===== src/vmon_pkg.sv =====
package vmon_pkg;

  // Clock and delays.
  localparam int CLK_PERIOD_NS  = 50;
  // Settling delay of a detector after its enable bit rises.
  localparam int SETTLE_NS      = 100000;
  localparam int SETTLE_CYC     = (SETTLE_NS + CLK_PERIOD_NS - 1)
                                  / CLK_PERIOD_NS;
  // Period of the low-speed on-chip oscillator.
  localparam int OSC_PERIOD_NS  = 8000;
  localparam int OSC_PERIOD_CYC = (OSC_PERIOD_NS + CLK_PERIOD_NS - 1)
                                  / CLK_PERIOD_NS;
  localparam int FILT_SAMPLES   = 4;
  localparam int TIMER_W        = 16;

  // Device register addresses.
  localparam logic [7:0] WRITE_PROTECT_ADDR      = 8'h10;
  localparam logic [7:0] SYS_CLOCK_CTRL_ONE_ADDR = 8'h11;
  localparam logic [7:0] LEVEL_STATUS_ADDR       = 8'h12;
  localparam logic [7:0] DETECTOR_ENABLE_ADDR    = 8'h13;
  localparam logic [7:0] MON_ONE_CTRL_ADDR       = 8'h14;
  localparam logic [7:0] MON_TWO_CTRL_ADDR       = 8'h15;

  // Device field positions.
  localparam int MONITOR_WRITE_UNLOCK_BIT = 3;
  localparam int LOWSPEED_OSC_STOP_BIT    = 4;
  localparam int DET_ONE_ENABLE_BIT       = 6;
  localparam int DET_TWO_ENABLE_BIT       = 7;
  localparam int SUPPLY_ABOVE_TWO_BIT     = 3;
  localparam int MON_ENABLE_BIT           = 0;
  localparam int MON_FILTER_OFF_BIT       = 1;
  localparam int MON_CROSS_FLAG_BIT       = 2;
  localparam int MON_FCLK_SEL_LO_BIT      = 4;
  localparam int MON_MODE_BIT             = 6;
  localparam int MON_DIRECTION_BIT        = 7;

  // Shadow values assumed for the device after its reset.
  localparam logic [7:0] DETECTOR_ENABLE_RST    = 8'h00;
  localparam logic [7:0] SYS_CLOCK_CTRL_ONE_RST = 8'h00;
  localparam logic [7:0] MON_CTRL_RST           = 8'h00;

  // Controller command registers.
  localparam logic [3:0] CMD_CFG_OFS    = 4'h0;
  localparam logic [3:0] CMD_CTRL_OFS   = 4'h1;
  localparam logic [3:0] CMD_STATUS_OFS = 4'h2;
  localparam int CTRL_START_BIT       = 0;
  localparam int CTRL_READ_LEVEL_BIT  = 1;
  localparam int CTRL_CLEAR_FLAG_BIT  = 2;
  localparam int CTRL_DISABLE_BIT     = 3;
  localparam int CTRL_READ_FLAG_BIT   = 4;
  localparam int CTRL_CLR_REFUSED_BIT = 7;

  typedef struct packed {
    logic       stop_wake;
    logic [1:0] fclk_sel;
    logic       direction;
    logic       mode;
    logic       use_filter;
    logic       mon_two;
  } cfg_s;

  localparam cfg_s CFG_RST = '0;

  typedef struct packed {
    logic refused;
    logic cross_flag;
    logic two_active;
    logic one_active;
    logic level_valid;
    logic level_above;
    logic done;
    logic busy;
  } status_s;

  typedef struct packed {
    logic [7:0] addr;
    logic [7:0] wdata;
    logic       wr;
    logic       rd;
  } dev_bus_s;

  localparam dev_bus_s DEV_BUS_IDLE = '0;

endpackage


===== src/wait_timer.sv =====
`timescale 1ns/1ps
module wait_timer #(
  parameter int W = vmon_pkg::TIMER_W
) (
  // Clock and reset.
  input  wire logic         clk,
  input  wire logic         rst_b,
  // Load and status.
  input  wire logic         start,
  input  wire logic [W-1:0] load,
  output logic              idle
);

  logic [W-1:0] count;

  always_ff @(posedge clk or negedge rst_b)
  begin
    if (!rst_b)
      count <= '0;
    else if (start)
      count <= load;
    else if (count != '0)
      count <= count - W'(1);
  end

  assign idle = (count == '0);

endmodule // wait_timer


===== src/dev_access.sv =====
`timescale 1ns/1ps
module dev_access (
  // Clock and reset.
  input  wire logic               clk,
  input  wire logic               rst_b,
  // Request from the sequencer.
  input  wire logic               req,
  input  wire logic               we,
  input  wire logic [7:0]         addr,
  input  wire logic [7:0]         wdata,
  output logic                    done,
  output logic [7:0]              rdata,
  // Device register port.
  output vmon_pkg::dev_bus_s      bus,
  input  wire logic [7:0]         dev_rdata
);

  typedef enum logic [2:0] {A_IDLE, A_UNLOCK, A_WRITE, A_READ, A_CAPTURE}
    acc_e;

  acc_e       st;
  logic [7:0] hold_addr;
  logic [7:0] hold_data;
  logic [7:0] unlock_data;

  always_comb
  begin
    unlock_data = 8'h00;
    unlock_data[vmon_pkg::MONITOR_WRITE_UNLOCK_BIT] = 1'b1;
  end

  // Every write goes out as an unlock write followed at once by the
  // target write, so a stray protect relock can never intervene.
  always_ff @(posedge clk or negedge rst_b)
  begin
    if (!rst_b)
    begin
      st        <= A_IDLE;
      bus       <= vmon_pkg::DEV_BUS_IDLE;
      done      <= 1'b0;
      rdata     <= 8'h00;
      hold_addr <= 8'h00;
      hold_data <= 8'h00;
    end
    else
    begin
      bus  <= vmon_pkg::DEV_BUS_IDLE;
      done <= 1'b0;
      unique case (st)
        A_IDLE:
          if (req)
          begin
            hold_addr <= addr;
            hold_data <= wdata;
            if (we)
            begin
              bus.addr  <= vmon_pkg::WRITE_PROTECT_ADDR;
              bus.wdata <= unlock_data;
              bus.wr    <= 1'b1;
              st        <= A_UNLOCK;
            end
            else
            begin
              bus.addr <= addr;
              bus.rd   <= 1'b1;
              st       <= A_READ;
            end
          end
        A_UNLOCK:
        begin
          bus.addr  <= hold_addr;
          bus.wdata <= hold_data;
          bus.wr    <= 1'b1;
          st        <= A_WRITE;
        end
        A_WRITE:
        begin
          done <= 1'b1;
          st   <= A_IDLE;
        end
        A_READ:
          st <= A_CAPTURE;
        A_CAPTURE:
        begin
          rdata <= dev_rdata;
          done  <= 1'b1;
          st    <= A_IDLE;
        end
      endcase
    end
  end
endmodule // dev_access


===== src/vmon_host.sv =====
`timescale 1ns/1ps
// Notes on behaviour
// Only threshold two has a readable level.
// Level read only after detector two settled.
// Stop-wake use of monitor one forces filter off.
// Stop-wake use of monitor two forces filter off.
// Enable detector one, wait settle, then configure.
// Enable detector two, wait settle, then configure.
// Filtered: write divider and clear filter-off.
// Unfiltered monitor one: direction and filter-off set.
// Unfiltered monitor two: chosen direction, filter-off set.
// Monitor one always written in reset mode; a disable or flag clear before its first setup writes its mode bit as zero.
// Monitor two mode: zero interrupt, one reset.
// Monitor two reset mode forces falling direction.
// Clear monitor one flag before enabling.
// Clear monitor two flag before enabling.
// Filter used: start low-speed oscillator before enable.
// Filter used: wait four sampling clocks first.
// Enable bit written last of the setup.
// Divider, filter-off, mode in one write, disabled.
// Sampling period is oscillator over n, times four.
// Direction matters only while filter is off.
// Monitor two flag cleared only by writing zero.
// Unlock write protection before each monitor write.
// Settle delay counted as fixed cycles.
module vmon_host #(
  parameter int SETTLE_CYC     = vmon_pkg::SETTLE_CYC,
  parameter int OSC_PERIOD_CYC = vmon_pkg::OSC_PERIOD_CYC
) (
  // Clock and reset.
  input  wire logic               CORE_CLK,
  input  wire logic               RST_B,
  // Command port.
  input  wire logic [3:0]         CMD_ADDR,
  input  wire logic [7:0]         CMD_WDATA,
  input  wire logic               CMD_WR,
  input  wire logic               CMD_RD,
  output logic [7:0]              CMD_RDATA,
  // Device register port.
  output vmon_pkg::dev_bus_s      DEV_BUS,
  input  wire logic [7:0]         DEV_RDATA
);

  localparam int FILT_UNIT = vmon_pkg::FILT_SAMPLES * OSC_PERIOD_CYC;
  localparam int W         = vmon_pkg::TIMER_W;

  generate
    if (SETTLE_CYC < 1 || SETTLE_CYC >= (1 << W) ||
        OSC_PERIOD_CYC < 1 || FILT_UNIT * 8 >= (1 << W))
    begin : g_bad_param
      $error("vmon_host: wait counts do not fit the timer");
    end
  endgenerate

  typedef enum logic [3:0] {
    ST_IDLE, ST_DET_EN, ST_SETTLE, ST_CFG, ST_FLAG, ST_OSC, ST_FWAIT,
    ST_ENABLE, ST_DISABLE, ST_FCLR, ST_RDLVL, ST_RDFLAG
  } seq_e;

  seq_e              st;
  vmon_pkg::cfg_s    cfg_reg;
  vmon_pkg::cfg_s    run_cfg;
  vmon_pkg::status_s status;
  logic [7:0]        det_shadow;
  logic [7:0]        clk_shadow;
  logic [7:0]        one_shadow;
  logic [7:0]        two_shadow;
  logic              one_settled;
  logic              two_settled;
  logic              seq_done;
  logic              refused;
  logic              level_above;
  logic              level_valid;
  logic              cross_flag;
  logic              issued;
  logic              go;
  logic              advance;
  logic              is_access;
  logic              is_wait;
  logic              acc_we;
  logic [7:0]        acc_addr;
  logic [7:0]        acc_wdata;
  logic              acc_done;
  logic [7:0]        acc_rdata;
  logic [W-1:0]      wait_load;
  logic              timer_idle;
  logic              ctrl_wr;
  logic              any_cmd;
  logic              lvl_ok;
  logic [7:0]        mon_shadow;
  logic [W-1:0]      state_cyc;
  logic              flag_cleared;

  // Applies the forced settings of each mode to what software asked for.
  function automatic vmon_pkg::cfg_s effective(input vmon_pkg::cfg_s c);
    vmon_pkg::cfg_s e;
    e = c;
    e.use_filter = c.use_filter & ~c.stop_wake;
    if (!c.mon_two)
      e.mode = 1'b1;
    if (!c.mon_two && !e.use_filter)
      e.direction = 1'b1;
    if (c.mon_two && c.mode)
      e.direction = 1'b1;
    return e;
  endfunction

  // Builds a monitor control byte; divider and direction go in together.
  function automatic logic [7:0] ctrl_byte(input vmon_pkg::cfg_s c,
                                           input logic en);
    logic [7:0] b;
    b = 8'h00;
    b[vmon_pkg::MON_ENABLE_BIT]     = en;
    b[vmon_pkg::MON_FILTER_OFF_BIT] = ~c.use_filter;
    b[vmon_pkg::MON_FCLK_SEL_LO_BIT +: 2] = c.fclk_sel;
    b[vmon_pkg::MON_MODE_BIT]       = c.mode;
    b[vmon_pkg::MON_DIRECTION_BIT]  = c.direction;
    return b;
  endfunction

  assign ctrl_wr = CMD_WR && CMD_ADDR == vmon_pkg::CMD_CTRL_OFS;
  assign any_cmd = ctrl_wr && (CMD_WDATA[6:0] != 7'h00);
  assign lvl_ok  = two_settled;
  assign mon_shadow = run_cfg.mon_two ? two_shadow : one_shadow;

  assign is_access = (st != ST_IDLE) && (st != ST_SETTLE)
                     && (st != ST_FWAIT);
  assign is_wait   = (st == ST_SETTLE) || (st == ST_FWAIT);
  assign go        = (is_access || is_wait) && !issued;
  assign advance   = acc_done || (is_wait && issued && timer_idle);
  assign acc_we    = (st != ST_RDLVL) && (st != ST_RDFLAG);

  // Address and data of the device access that the current step makes.
  always_comb
  begin
    acc_addr  = run_cfg.mon_two ? vmon_pkg::MON_TWO_CTRL_ADDR
                                : vmon_pkg::MON_ONE_CTRL_ADDR;
    acc_wdata = 8'h00;
    unique case (st)
      ST_DET_EN:
      begin
        acc_addr  = vmon_pkg::DETECTOR_ENABLE_ADDR;
        acc_wdata = det_shadow;
        if (run_cfg.mon_two)
          acc_wdata[vmon_pkg::DET_TWO_ENABLE_BIT] = 1'b1;
        else
          acc_wdata[vmon_pkg::DET_ONE_ENABLE_BIT] = 1'b1;
      end
      ST_CFG:
        acc_wdata = ctrl_byte(run_cfg, 1'b0);
      ST_FLAG:
        acc_wdata = ctrl_byte(run_cfg, 1'b0);
      ST_OSC:
      begin
        acc_addr  = vmon_pkg::SYS_CLOCK_CTRL_ONE_ADDR;
        acc_wdata = clk_shadow;
        acc_wdata[vmon_pkg::LOWSPEED_OSC_STOP_BIT] = 1'b0;
      end
      ST_ENABLE:
        acc_wdata = ctrl_byte(run_cfg, 1'b1);
      ST_DISABLE:
      begin
        acc_wdata = mon_shadow;
        acc_wdata[vmon_pkg::MON_ENABLE_BIT] = 1'b0;
      end
      ST_FCLR:
      begin
        acc_wdata = mon_shadow;
        acc_wdata[vmon_pkg::MON_CROSS_FLAG_BIT] = 1'b0;
      end
      ST_RDLVL:
        acc_addr = vmon_pkg::LEVEL_STATUS_ADDR;
      ST_RDFLAG:
        acc_addr = vmon_pkg::MON_TWO_CTRL_ADDR;
      default:
        acc_wdata = 8'h00;
    endcase
  end

  // Sampling clock is the oscillator divided by 2**sel; four of them.
  assign wait_load = (st == ST_SETTLE) ? W'(SETTLE_CYC)
                     : W'(FILT_UNIT) << run_cfg.fclk_sel;

  always_ff @(posedge CORE_CLK or negedge RST_B)
  begin
    if (!RST_B)
      issued <= 1'b0;
    else if (advance)
      issued <= 1'b0;
    else if (go)
      issued <= 1'b1;
  end

  // Sequencer.
  always_ff @(posedge CORE_CLK or negedge RST_B)
  begin
    if (!RST_B)
    begin
      st      <= ST_IDLE;
      run_cfg <= vmon_pkg::CFG_RST;
    end
    else
    begin
      unique case (st)
        ST_IDLE:
          if (ctrl_wr)
          begin
            run_cfg <= effective(cfg_reg);
            if (CMD_WDATA[vmon_pkg::CTRL_START_BIT])
              st <= (cfg_reg.mon_two ? two_settled : one_settled)
                    ? ST_CFG : ST_DET_EN;
            else if (CMD_WDATA[vmon_pkg::CTRL_DISABLE_BIT])
              st <= ST_DISABLE;
            else if (CMD_WDATA[vmon_pkg::CTRL_CLEAR_FLAG_BIT])
              st <= ST_FCLR;
            else if (CMD_WDATA[vmon_pkg::CTRL_READ_LEVEL_BIT] && lvl_ok)
              st <= ST_RDLVL;
            else if (CMD_WDATA[vmon_pkg::CTRL_READ_FLAG_BIT])
              st <= ST_RDFLAG;
          end
        ST_DET_EN:
          if (advance)
            st <= ST_SETTLE;
        ST_SETTLE:
          if (advance)
            st <= ST_CFG;
        ST_CFG:
          if (advance)
            st <= ST_FLAG;
        ST_FLAG:
          if (advance)
            st <= run_cfg.use_filter ? ST_OSC : ST_ENABLE;
        ST_OSC:
          if (advance)
            st <= ST_FWAIT;
        ST_FWAIT:
          if (advance)
            st <= ST_ENABLE;
        ST_ENABLE, ST_DISABLE, ST_FCLR, ST_RDLVL, ST_RDFLAG:
          if (advance)
            st <= ST_IDLE;
      endcase
    end
  end

  // Shadows of what was last written to the device.
  always_ff @(posedge CORE_CLK or negedge RST_B)
  begin
    if (!RST_B)
    begin
      det_shadow <= vmon_pkg::DETECTOR_ENABLE_RST;
      clk_shadow <= vmon_pkg::SYS_CLOCK_CTRL_ONE_RST;
      one_shadow <= vmon_pkg::MON_CTRL_RST;
      two_shadow <= vmon_pkg::MON_CTRL_RST;
    end
    else if (acc_done && acc_we)
    begin
      if (st == ST_DET_EN)
        det_shadow <= acc_wdata;
      else if (st == ST_OSC)
        clk_shadow <= acc_wdata;
      else if (run_cfg.mon_two)
        two_shadow <= acc_wdata;
      else
        one_shadow <= acc_wdata;
    end
  end

  always_ff @(posedge CORE_CLK or negedge RST_B)
  begin
    if (!RST_B)
    begin
      one_settled <= 1'b0;
      two_settled <= 1'b0;
    end
    else if (st == ST_SETTLE && advance)
    begin
      if (run_cfg.mon_two)
        two_settled <= 1'b1;
      else
        one_settled <= 1'b1;
    end
  end

  // Values read back from the device.
  always_ff @(posedge CORE_CLK or negedge RST_B)
  begin
    if (!RST_B)
    begin
      level_above <= 1'b0;
      level_valid <= 1'b0;
      cross_flag  <= 1'b0;
    end
    else if (acc_done && st == ST_RDLVL)
    begin
      level_above <= acc_rdata[vmon_pkg::SUPPLY_ABOVE_TWO_BIT];
      level_valid <= 1'b1;
    end
    else if (acc_done && st == ST_RDFLAG)
      cross_flag <= acc_rdata[vmon_pkg::MON_CROSS_FLAG_BIT];
  end

  // A refused command sets the flag even in its clearing cycle.
  always_ff @(posedge CORE_CLK or negedge RST_B)
  begin
    if (!RST_B)
      refused <= 1'b0;
    else if (any_cmd && (st != ST_IDLE || (!lvl_ok &&
             CMD_WDATA[vmon_pkg::CTRL_READ_LEVEL_BIT] &&
             CMD_WDATA[3:0] == 4'h2)))
      refused <= 1'b1;
    else if (ctrl_wr && CMD_WDATA[vmon_pkg::CTRL_CLR_REFUSED_BIT])
      refused <= 1'b0;
  end

  always_ff @(posedge CORE_CLK or negedge RST_B)
  begin
    if (!RST_B)
      seq_done <= 1'b0;
    else if (st == ST_ENABLE && advance)
      seq_done <= 1'b1;
    else if (st == ST_IDLE && ctrl_wr &&
             CMD_WDATA[vmon_pkg::CTRL_START_BIT])
      seq_done <= 1'b0;
  end

  // Command registers.
  always_ff @(posedge CORE_CLK or negedge RST_B)
  begin
    if (!RST_B)
      cfg_reg <= vmon_pkg::CFG_RST;
    else if (CMD_WR && CMD_ADDR == vmon_pkg::CMD_CFG_OFS)
      cfg_reg <= CMD_WDATA[6:0];
  end

  always_comb
  begin
    status             = '0;
    status.busy        = (st != ST_IDLE);
    status.done        = seq_done;
    status.level_above = level_above;
    status.level_valid = level_valid;
    status.one_active  = one_shadow[vmon_pkg::MON_ENABLE_BIT];
    status.two_active  = two_shadow[vmon_pkg::MON_ENABLE_BIT];
    status.cross_flag  = cross_flag;
    status.refused     = refused;
  end

  always_ff @(posedge CORE_CLK or negedge RST_B)
  begin
    if (!RST_B)
      CMD_RDATA <= 8'h00;
    else if (CMD_RD && CMD_ADDR == vmon_pkg::CMD_CFG_OFS)
      CMD_RDATA <= {1'b0, cfg_reg};
    else if (CMD_RD && CMD_ADDR == vmon_pkg::CMD_STATUS_OFS)
      CMD_RDATA <= status;
    else
      CMD_RDATA <= 8'h00;
  end

  dev_access u_access (
    .clk       (CORE_CLK),
    .rst_b     (RST_B),
    .req       (go && is_access),
    .we        (acc_we),
    .addr      (acc_addr),
    .wdata     (acc_wdata),
    .done      (acc_done),
    .rdata     (acc_rdata),
    .bus       (DEV_BUS),
    .dev_rdata (DEV_RDATA)
  );

  wait_timer #(.W(W)) u_timer (
    .clk   (CORE_CLK),
    .rst_b (RST_B),
    .start (go && is_wait),
    .load  (wait_load),
    .idle  (timer_idle)
  );

  // Helper state that only the checks below read.
  always_ff @(posedge CORE_CLK or negedge RST_B)
  begin
    if (!RST_B)
      state_cyc <= '0;
    else if (advance || st == ST_IDLE)
      state_cyc <= '0;
    else if (state_cyc != '1)
      state_cyc <= state_cyc + W'(1);
  end

  always_ff @(posedge CORE_CLK or negedge RST_B)
  begin
    if (!RST_B)
      flag_cleared <= 1'b0;
    else if (st == ST_FLAG && acc_done)
      flag_cleared <= 1'b1;
    else if (st == ST_IDLE)
      flag_cleared <= 1'b0;
  end
endmodule // vmon_host


===== config.mk =====
export PLATFORM = sky130hd
export DESIGN_NAME = vmon_host
export DESIGN_NICKNAME = d
export VERILOG_FILES = /design/src/vmon_pkg.sv /design/src/wait_timer.sv /design/src/dev_access.sv /design/src/vmon_host.sv
export SDC_FILE = /design/constraint.sdc
export NUM_CORES = 1
export LEC_CHECK = 0
export ABC_AREA = 1
export BUFFER_PORTS_ARGS = -buffer_cell sky130_fd_sc_hd__buf_2
export CELL_PAD_IN_SITES_DETAIL_PLACEMENT = 1
export CELL_PAD_IN_SITES_GLOBAL_PLACEMENT = 2
export CORE_MARGIN = 2
export CORE_UTILIZATION = 35
export DETAILED_ROUTE_END_ITERATION = 6
export PLACE_DENSITY_LB_ADDON = 0.1
export RECOVER_POWER = 25
export SETUP_SLACK_MARGIN = 0.15
export SYNTH_ARGS = -nofsm -noshare
export SYNTH_HDL_FRONTEND = slang
export SYNTH_SLANG_ARGS = --single-unit

===== constraint.sdc =====
create_clock -name CORE_CLK -period 1.9 [get_ports CORE_CLK]
set_input_delay 0.095 -clock CORE_CLK [delete_from_list [all_inputs] [get_ports CORE_CLK]]
set_output_delay 0.095 -clock CORE_CLK [all_outputs]
set_load 0.05 [all_outputs]

==> impl_metrics.toml, run 1 <==
[outcome]
status = "complete, no violations"

[setup_path]
slowest_delay_ns = 0.40
worst_setup_path_start_kind = "flop"
critPathKind = "reg2reg"
crit_chain = "inv_2 > ha_4 > buf_6 > o21ai_2 > nand2_2 > nor3_4 > buf_4 > o21ai_0"
r2r_slack_ns = 0.26
critPathArrivalTime_ns = 1.89
crit_fanout = 6
cp-end-kind = "flop"
cpMaxStageDelayCell = "dfrtp_1"
crit_required_ns = 2.14

[drt]
drc = 0
wl_per_cell_um = 15.5
drt_iter0_drc = 220
dr.pass1.iters = 5
vias = 4539
drt-total-wl_um = 14700
vias_per_cell = 4.78
ant_nets = 0

[synthesis]
seq_area_frac_synth_pct = 52.4
syn_area_um2 = 5350
yosysTopAreaCell = "dfrtp_1"
synth_edf_count = 0
synthFlopType = "dfrtp_1"
ys_warn_count = 0
postSynthAreaPerCell_um2 = 7.92
ys_seq_elements = 112
synth_top_area_share_pct = 52.4
ys_types = 33
netlist_top_cells_area = "dfrtp_1 (52%), nand2_1 (16%), inv_1 (6.0%)"
syn_inst = 675
synthArstFlopShare_pct = 100

[clock_network]
cts_sinks = 112
insertion_delay_ns = 0.35
cts_tree = "yes"
h-tree-depth = 3
clkTransAtPathRegs_ns = 0.08
cts_max_path_buffers = 2
cts-root-buf = "clkbuf_16"
numCtsBuffers = 9

[final_layout]
drive_gt1_share_pct = 19.4
nNetsFinal = 786
regMostFlops = "u_timer.count"
largest_reg_flops = 16
diodes = 0
final_util_pct = 43.5
biggestRegsByFlops = "u_timer.count (16), u_access.bus (14)"
layout_commonest_cell = "nand2_1"
final_cell_mix = "nand2_1 (220), dfrtp_1 (108), inv_1 (77), nor2_1 (63), buf_2 (39)"
synthToLayoutAreaGrowth_pct = 22.7

[pwr]
power.leakage_nw = 3.44
p_sw_mw = 3.62
sw_frac_of_total_pct = 40.4
p_clk_share_pct = 22.5
internal-power_mw = 5.35
pwr-share-seq_pct = 37.8
comb_power_share_pct = 39.7
power_per_cell_area_nw_per_um2 = 1370
ir_drop_mv = 0.496

[floorplan]
std_cell_rows = 45
die_w_um = 128
ios = 50
die-area_um2 = 16300
core_area_um2 = 15100
die_h_um = 128
start_util_pct = 35.4

[sta]
report.final.hold_viol_count = 0
fmax_mhz = 608
rsz0062_at_grt = "true"
clock-skew-final_ns = 0.00694
maxSlewHeadroom_pct = 48.7
worst_slack_ns = 0.256
drv_slew = 0
setup_tns_ns = 0
finalCritPeriodShare_pct = 86.5
fin_crit_ns = 1.64
setup_viol = 0
worst_pin_slew_ns = 0.769

[global_routing]
grt_pass1_vias = 4728
grt_max_degree = 53
track_usage_pct = 19.2
antenna_found_initial = 0
grt_overflow = 0
grt_pass1_wl_um = 24500

[min_path]
hold_class = "in2reg"

[run]
timing.max_cap.violations = 0

[placement]
dp_hpwl_um = 11000
dp_slack_ns = 0.0458
io_buffers = 39
place.gp.congestion = 0.825
-- metrics by stage --
| step | total power [mW] | hold WS (ns) | cells | cell area (um2) |
|---|---|---|---|---|
| floorplan | 5.44 | -0.201 | 678 | 5360 |
| global placement | 6.53 | 0.0407 | 920 | 5990 |
| detailed placement | 6.62 | 0.0500 | 920 | 5990 |
| CTS | 8.78 | 0.0123 | 945 | 6390 |
| global route | 9.67 | 0.0468 | 950 | 6560 |
| finish | 8.97 | 0.0182 | 950 | 6560 |
-- cell usage after synthesis (all sizes together) (2+ instances only) --
cell    instances
nand2         228
dfrtp         112
inv            89
nor2           75
o21ai          48
nand3          39
a21oi          16
buf            12
nand4           8
o22ai           8
o211ai          7
xor2            6
ha              5
nor3            5
clkbuf          4
or2             4
o21bai          3
o21a            2
-- worst max-delay path: cells and delay by family, from the launching register on --
family	cells	cell delay (ns)
buffers and inverters	3	0.41
AOI/OAI and AO/OA	2	0.24
adders and majority gates	1	0.17
and+or+nand+nor	2	0.31
DFF	1	0.40
-- metal layers --
layer | up-vias | track usage, % | routed length [um]
li1 | 2267 | - | -
met5 | - | 0 | 0
met1 | 2194 | 26.7 | 7410
met4 | 0 | 5.49 | 226
met3 | 13 | 3.98 | 561
met2 | 65 | 30.6 | 6480
-- area by class of cell --
class / instances / area, um2
Clock inverter: 6 / 75.1
Fill cell: 1835 / 8530
Clock buffer: 10 / 239
Sequential cell: 112 / 2810
Multi-Input combinational cell: 461 / 2240
Tap cell: 188 / 235
Timing Repair Buffer: 84 / 613
Inverter: 89 / 353
-- power by group through the flow --
stage | logic, mW | registers [mW] | clock network (mW)
3_5_place_dp | 3.20 | 3.41 | 0
4_1_cts | 3.31 | 3.37 | 2.09
5_1_grt | 4.02 | 3.47 | 2.19
2_1_floorplan | 2.05 | 3.38 | 0
6_report | 3.56 | 3.39 | 2.02
3_3_place_gp | 3.13 | 3.39 | 0
-- timing repair --
| action | CTS | global route |
|---|---|---|
| resized for setup | 4 | 53 |
| gates cloned | 0 | 1 |
| setup buffers | 5 | 4 |
| hold endpoints to repair | 29 | 0 |
| pin swaps | 4 | 11 |
| hold buffers | 4 | 0 |
| setup endpoints to repair | 47 | 72 |
-- cell families after synthesis --
| logic type | synth area share [%] |
|---|---|
| AO/OA/AOI/OAI | 9.01 |
| other | 0.0701 |
| XOR/XNOR | 0.982 |
| AND/OR/NAND/NOR | 28.3 |
| flip-flops | 52.4 |
| buffers and inverters | 8.12 |
| adder cells (fa/ha/maj) | 1.17 |
-- final timing paths --
check / from / to / cells past startpoint
setup reg to reg: st[3] / two_shadow[0] / 8
setup / recovery: st[3] / two_shadow[0] / 8
max in group asynchronous: RST_B / u_access.hold_data[5] / 3
min in group asynchronous: RST_B / u_timer.count[13] / 2
hold reg to reg: clk_shadow[2] / clk_shadow[2] / 0
hold / removal: CMD_WDATA[5] / cfg_reg[5] / 3
Note: power is estimated with default switching activity, not from simulation.
==> run 2, diff against run 1 <==
--- a/config.mk
+++ b/config.mk
@@ -5,12 +5,12 @@
 export SDC_FILE = /design/constraint.sdc
 export NUM_CORES = 1
 export LEC_CHECK = 0
-export ABC_AREA = 1
+export ABC_AREA = 0
 export BUFFER_PORTS_ARGS = -buffer_cell sky130_fd_sc_hd__buf_2
 export CELL_PAD_IN_SITES_DETAIL_PLACEMENT = 1
 export CELL_PAD_IN_SITES_GLOBAL_PLACEMENT = 2
 export CORE_MARGIN = 2
-export CORE_UTILIZATION = 35
+export CORE_UTILIZATION = 38
 export DETAILED_ROUTE_END_ITERATION = 6
 export PLACE_DENSITY_LB_ADDON = 0.1
 export RECOVER_POWER = 25
==> run 2 against run 1 <==
Compared with the run above:
- the run now ends with setup timing left
- flip-flop and latch count unchanged
- area after synthesis decreased by 5.0%
- largest cell class unchanged
- largest power group unchanged
- critical endpoint is now st[1]
- count of clock-buffer cells in the layout increased by 1
- clock skew decreased by 0.0012 ns
- via count decreased by 6.8%
- critical path depth unchanged
- combinational power increased by 22%
==> impl_metrics.toml, run 2 <==
[sta]
worst_pin_slew_ns = 0.922
rsz0062_at_grt = "true"
hold_ws_ns = 0.0173
report.final.hold_viol_count = 0
fmax_mhz = 451
clock-skew-final_ns = 0.00571
fin_crit_ns = 2.22
setup_viol = 24
maxSlewHeadroom_pct = 38.5
worst_slack_ns = -0.316
finalCritPeriodShare_pct = 117
drv_slew = 0

[synthesis]
postSynthAreaPerCell_um2 = 10.3
ys_seq_elements = 112
netlist_top_cells_area = "dfrtp_1 (55%), o21ai_0 (5.4%), nand2_1 (4.3%)"
synth_top_area_share_pct = 55.1
ys_types = 53
synth_edf_count = 0
syn_inst = 493
syn_area_um2 = 5080
synthFlopType = "dfrtp_1"
yosys-top-cells-count = "dfrtp_1 (112), nand2_1 (58), o21ai_0 (55)"
yosysTopAreaCell = "dfrtp_1"
seq_area_frac_synth_pct = 55.1
yosys.cell_count.top_type = "dfrtp_1"
synthArstFlopShare_pct = 100
ys_warn_count = 0

[setup_path]
cpMaxStageDelayCell = "or4b_4"
reg2reg_from = "u_timer.count[0]"
cp-startpoint = "u_timer.count[0]"
worst_setup_path_start_kind = "flop"
cp-end-kind = "flop"
crit_required_ns = 2.15
crit_chain = "inv_2 > ha_4 > or4b_4 > buf_6 > nor4_4 > a41o_2 > o22ai_4 > mux2_4"
crit_fanout = 4
slowest_delay_ns = 0.47
critPathKind = "reg2reg"
critPathArrivalTime_ns = 2.46
rr_worst_depth = 8
critPathCapture = "st[1]"
timing.rr.end = "st[1]"
r2r_slack_ns = -0.32

[drt]
wl_met3_um = 392
drt-total-wl_um = 15100
met2_length_um = 7800
vias = 4230
drt-met1-wl_um = 6580
ant_nets = 0
vias_per_cell = 5.25
drc = 0
drt_iter0_drc = 133
top_layer_used = "met4"
dr.pass1.iters = 4
wl_per_cell_um = 18.8

[outcome]
status = "finished, violations left"
violations = "setup timing"

[clock_network]
cts-root-buf = "clkbuf_16"
clkTransAtPathRegs_ns = 0.07
numCtsBuffers = 9
h-tree-depth = 3
cts_tree = "yes"
insertion_delay_ns = 0.36
cts_sinks = 112
cts_max_path_buffers = 2

[min_path]
hold_class = "in2reg"

[final_layout]
regMostFlops = "u_timer.count"
drive_gt1_share_pct = 45.9
final_util_pct = 55.1
final_cells = 805
biggestRegsByFlops = "u_timer.count (16), u_access.bus (14)"
largest_reg_flops = 16
nNetsFinal = 653
final_cell_mix = "dfrtp_1 (111), buf_4 (65), nand2_1 (41), buf_2 (38), nor2_1 (36)"
synthToLayoutAreaGrowth_pct = 42.3
layout_commonest_cell = "dfrtp_1"
diodes = 0
final.fill_count = 1389

[pwr]
fin_total_pwr_mw = 9.69
power_per_cell_area_nw_per_um2 = 1340
power.leakage_nw = 3.24
ir_drop_mv = 0.559

[global_routing]
grt_pass1_vias = 4395
grt_pass1_wl_um = 22700
grt_overflow = 0
grt_max_degree = 47
track_usage_pct = 20.3
antenna_found_initial = 0

[floorplan]
std_cell_rows = 42
die_h_um = 120
die_w_um = 120
core_area_um2 = 13100
ios = 50
die-area_um2 = 14300
start_util_pct = 38.7

[placement]
dp_slack_ns = -0.353
dp_hpwl_um = 9540
io_buffers = 39
place.gp.congestion = 0.784
dp_cells = 745

[run]
timing.max_cap.violations = 0
[run 2: changes by cell type in the layout (fill, tap and decap cells not counted), sizes merged, moves of 9 or more]
cell / before / now
and2: 0 / 9
nand2: 228 / 58
buf: 79 / 137
nor2: 75 / 42
nand2b: 0 / 9
mux2i: 0 / 12
nand3: 39 / 6
mux2: 0 / 22
inv: 90 / 16
[run 2: critical path, delay by kind of cell (launching register included)]
kind            cells  cell delay [ns]
compound gates      2             0.39
fa+ha+maj           1             0.12
simple gates        2             0.64
mux                 1             0.32
buf+inv             2             0.23
flops               1             0.39
[run 2: power breakdown]
group	internal (mW)	switching (mW)	leakage, nW
Clock	1.11	0.923	0.154
Combinational	2.15	2.19	1.59
Sequential	2.88	0.436	1.49
Total	6.14	3.55	3.24
[run 2: worst min-delay path by stage]
stage	endpoint	start	depth (start not counted)
after floorplan	CMD_RDATA[0]	RST_B	0
after global placement	cfg_reg[2]	RST_B	1
after detailed placement	cfg_reg[2]	RST_B	1
after CTS	cfg_reg[3]	CMD_WDATA[3]	2
after global routing	cfg_reg[3]	CMD_WDATA[3]	2
final	cfg_reg[3]	CMD_WDATA[3]	2
[run 2: logic make-up after synthesis]
| logic type | Yosys count | share of synthesized area, % |
|---|---|---|
| muxes | 34 | 7.53 |
| and+or+nand+nor | 175 | 17.2 |
| DFF | 112 | 55.1 |
| adders and majority gates | 5 | 1.23 |
| xor gates and xnor gates | 11 | 1.90 |
| AOI/OAI and AO/OA | 113 | 13.4 |
| other | 1 | 0.0738 |
| buffers and inverters | 42 | 3.57 |
[run 2: layer usage]
layer,vias up,global-route usage (%)
met5,-,0
met4,0,6.91
met3,23,4.18
met2,54,34.4
met1,2170,25.9
li1,1983,-
[run 2: area by class of cell]
cell class | count | area, um2 | share of cell area [%]
Sequential cell | 112 | 2800 | 38.8
Multi-Input combinational cell | 342 | 2670 | 36.8
Inverter | 14 | 52.6 | 0.727
Tap cell | 176 | 220 | 3.04
Timing Repair Buffer | 145 | 1180 | 16.3
Clock buffer | 11 | 253 | 3.49
Clock inverter | 5 | 62.6 | 0.865
[run 2: timing repair]
| item | 4_1_cts | 5_1_grt |
|---|---|---|
| cloned | 0 | 4 |
| setup buffers | 12 | 22 |
| hold buffers | 6 | 0 |
| pin swaps | 28 | 58 |
| resized for setup | 59 | 148 |
| hold endpoints to repair | 39 | 0 |
| setup endpoints to repair | 67 | 75 |
[run 2: metrics by stage]
| stage | TNS [ns] | area (um2) |
|---|---|---|
| after floorplan | -3.00 | 5110 |
| after global placement | -5.31 | 5890 |
| after detailed placement | -7.09 | 5890 |
| after CTS | -3.86 | 6530 |
| after global routing | -6.15 | 7230 |
| final | -3.84 | 7230 |
==> run 3, diff against run 2 <==
--- a/config.mk
+++ b/config.mk
@@ -10,7 +10,8 @@
 export CELL_PAD_IN_SITES_DETAIL_PLACEMENT = 1
 export CELL_PAD_IN_SITES_GLOBAL_PLACEMENT = 2
 export CORE_MARGIN = 2
-export CORE_UTILIZATION = 38
+export CORE_UTILIZATION = 40
+export CTS_BUF_LIST = sky130_fd_sc_hd__clkbuf_4
 export DETAILED_ROUTE_END_ITERATION = 6
 export PLACE_DENSITY_LB_ADDON = 0.1
 export RECOVER_POWER = 25
==> run 3 against run 2 <==
Compared with the run above:
- the run still ends with setup timing left
- largest cell class unchanged
- final cell count is 1.6% lower
- clock skew grew 0.018 ns
- global-route usage grew 1.0 points
- worst hold slack gained 0.046 ns
- count of clock-buffer cells in the layout increased by 1
- total power decreased by 15%
- clock power fell by 39%
- wire length fell by 12%
- critical endpoint is now st[2]
- maximum frequency increased by 4.1%
- cell area down 7.8%
- critical path type unchanged
==> impl_metrics.toml, run 3 (same netlist as run 2, synthesis figures left out) <==
[placement]
dp_hpwl_um = 9320
dp_cells = 747
dpl-instance-area_um2 = 5940
io_buffers = 39
place.gp.congestion = 0.847

[floorplan]
die_h_um = 117
start_util_pct = 40.6
core_area_um2 = 12500
ios = 50
die_w_um = 117
std_cell_rows = 41
die-area_um2 = 13600

[global_routing]
grt_pass1_wl_um = 22000
track_usage_pct = 21.3
grt_overflow = 0
antenna_found_initial = 0
grt_pass1_vias = 4216
grt_max_degree = 57

[drt]
drc = 0
vias_per_cell = 5.13
drt_iter0_drc = 178
drt-total-wl_um = 13400
dr.pass1.iters = 4
wl_per_cell_um = 16.9
vias = 4061
ant_nets = 0

[sta]
fin_crit_ns = 2.13
maxSlewHeadroom_pct = 7.10
hold_ws_ns = 0.0628
worst_slack_ns = -0.229
finalCritPeriodShare_pct = 112
setup_tns_ns = -2.69
setup_viol = 22
rsz0062_at_grt = "true"
clock-skew-final_ns = 0.0233
worst_pin_slew_ns = 1.39
drv_slew = 0
fmax_mhz = 470
report.final.hold_viol_count = 0

[clock_network]
cts_max_path_buffers = 2
clkTransAtPathRegs_ns = 0.16
insertion_delay_ns = 0.50
numCtsBuffers = 9
cts_sinks = 112
cts-root-buf = "clkbuf_4"
cts_tree = "yes"
h-tree-depth = 3

[final_layout]
regMostFlops = "u_timer.count"
nNetsFinal = 644
final_cells = 792
diodes = 0
final_area_um2 = 6670
drive_gt1_share_pct = 36.1
final_cell_mix = "dfrtp_1 (111), buf_4 (63), nand2_1 (54), nor2_1 (40), buf_2 (39)"
biggestRegsByFlops = "u_timer.count (16), u_access.bus (14)"
final_util_pct = 53.3
layout_commonest_cell = "dfrtp_1"
largest_reg_flops = 16
synthToLayoutAreaGrowth_pct = 31.2

[min_path]
hold_class = "in2reg"

[pwr]
p_clk_share_pct = 15.0
pwr-share-seq_pct = 39.5
power.leakage_nw = 3.03
ir_drop_mv = 0.449
internal-power_mw = 5.18
comb_power_share_pct = 45.5
sw_frac_of_total_pct = 37.4
power_per_cell_area_nw_per_um2 = 1240
p_sw_mw = 3.10

[setup_path]
critPathArrivalTime_ns = 2.52
crit_fanout = 4
crit_required_ns = 2.29
critPathKind = "reg2reg"
cp-end-kind = "flop"
worst_setup_path_start_kind = "flop"

[run]
timing.max_cap.violations = 0

[outcome]
status = "finished, violations left"
violations = "setup timing"
run 3: metal layers:
| metal | share of wire [%] | vias up | GRT usage, % |
|---|---|---|---|
| met1 | 48 | 2016 | 29.6 |
| li1 | - | 1971 | - |
| met5 | 0 | - | 0 |
| met3 | 2.5 | 16 | 2.80 |
| met2 | 48 | 58 | 33.9 |
| met4 | 2.1 | 0 | 8.86 |
run 3: worst paths after layout:
kind / slack, ns / depth (start not counted) / end / startpoint
min reg2reg: 0.40 / 0 / clk_shadow[2] / clk_shadow[2]
max in group asynchronous: 0.43 / 3 / st[2] / RST_B
max: -0.23 / 7 / st[2] / u_timer.count[0]
max reg2reg: -0.23 / 7 / st[2] / u_timer.count[0]
min: 0.06 / 4 / refused / CMD_ADDR[0]
min in group asynchronous: 0.54 / 3 / u_timer.count[14] / RST_B
run 3: what timing repair did:
action	in CTS	in global routing
hold buffers	14	0
buffers inserted	11	2
gates cloned	1	1
gates resized for setup	70	39
endpoints found under the hold margin	127	0
pin swaps	28	19
setup endpoints to repair	61	74
run 3: area by class of cell:
type,count,area (um2)
clock inverter,4,52.6
tap,172,215
inverter,14,52.6
fill,1406,5850
sequential,112,2800
multi-input combinational,342,2420
timing repair buffer,136,1030
clock buffer,12,90.1
run 3: worst max-delay path, cell delays in order (launching register included):
cell and delay (ns):
dfrtp_1 0.42, inv_2 0.09, ha_4 0.13, or4b_4 0.49, nor4_4 0.21, a41o_2 0.28
o22ai_4 0.11, mux2_4 0.31
run 3: per-stage QoR:
stage               power, mW  setup WS [ns]
floorplan                5.04         -0.397
global placement         6.26         -0.296
detailed placement       6.35         -0.335
CTS                      8.16         -0.183
global route             8.83         -0.264
finish                   8.28         -0.229
run 3: power by group through the flow:
stage / registers (mW) / logic (mW) / clock network, mW
after CTS: 3.27 / 3.60 / 1.30
after global routing: 3.34 / 4.11 / 1.38
after detailed placement: 3.29 / 3.07 / 0
after global placement: 3.27 / 2.99 / 0
final: 3.27 / 3.77 / 1.24
after floorplan: 3.28 / 1.76 / 0
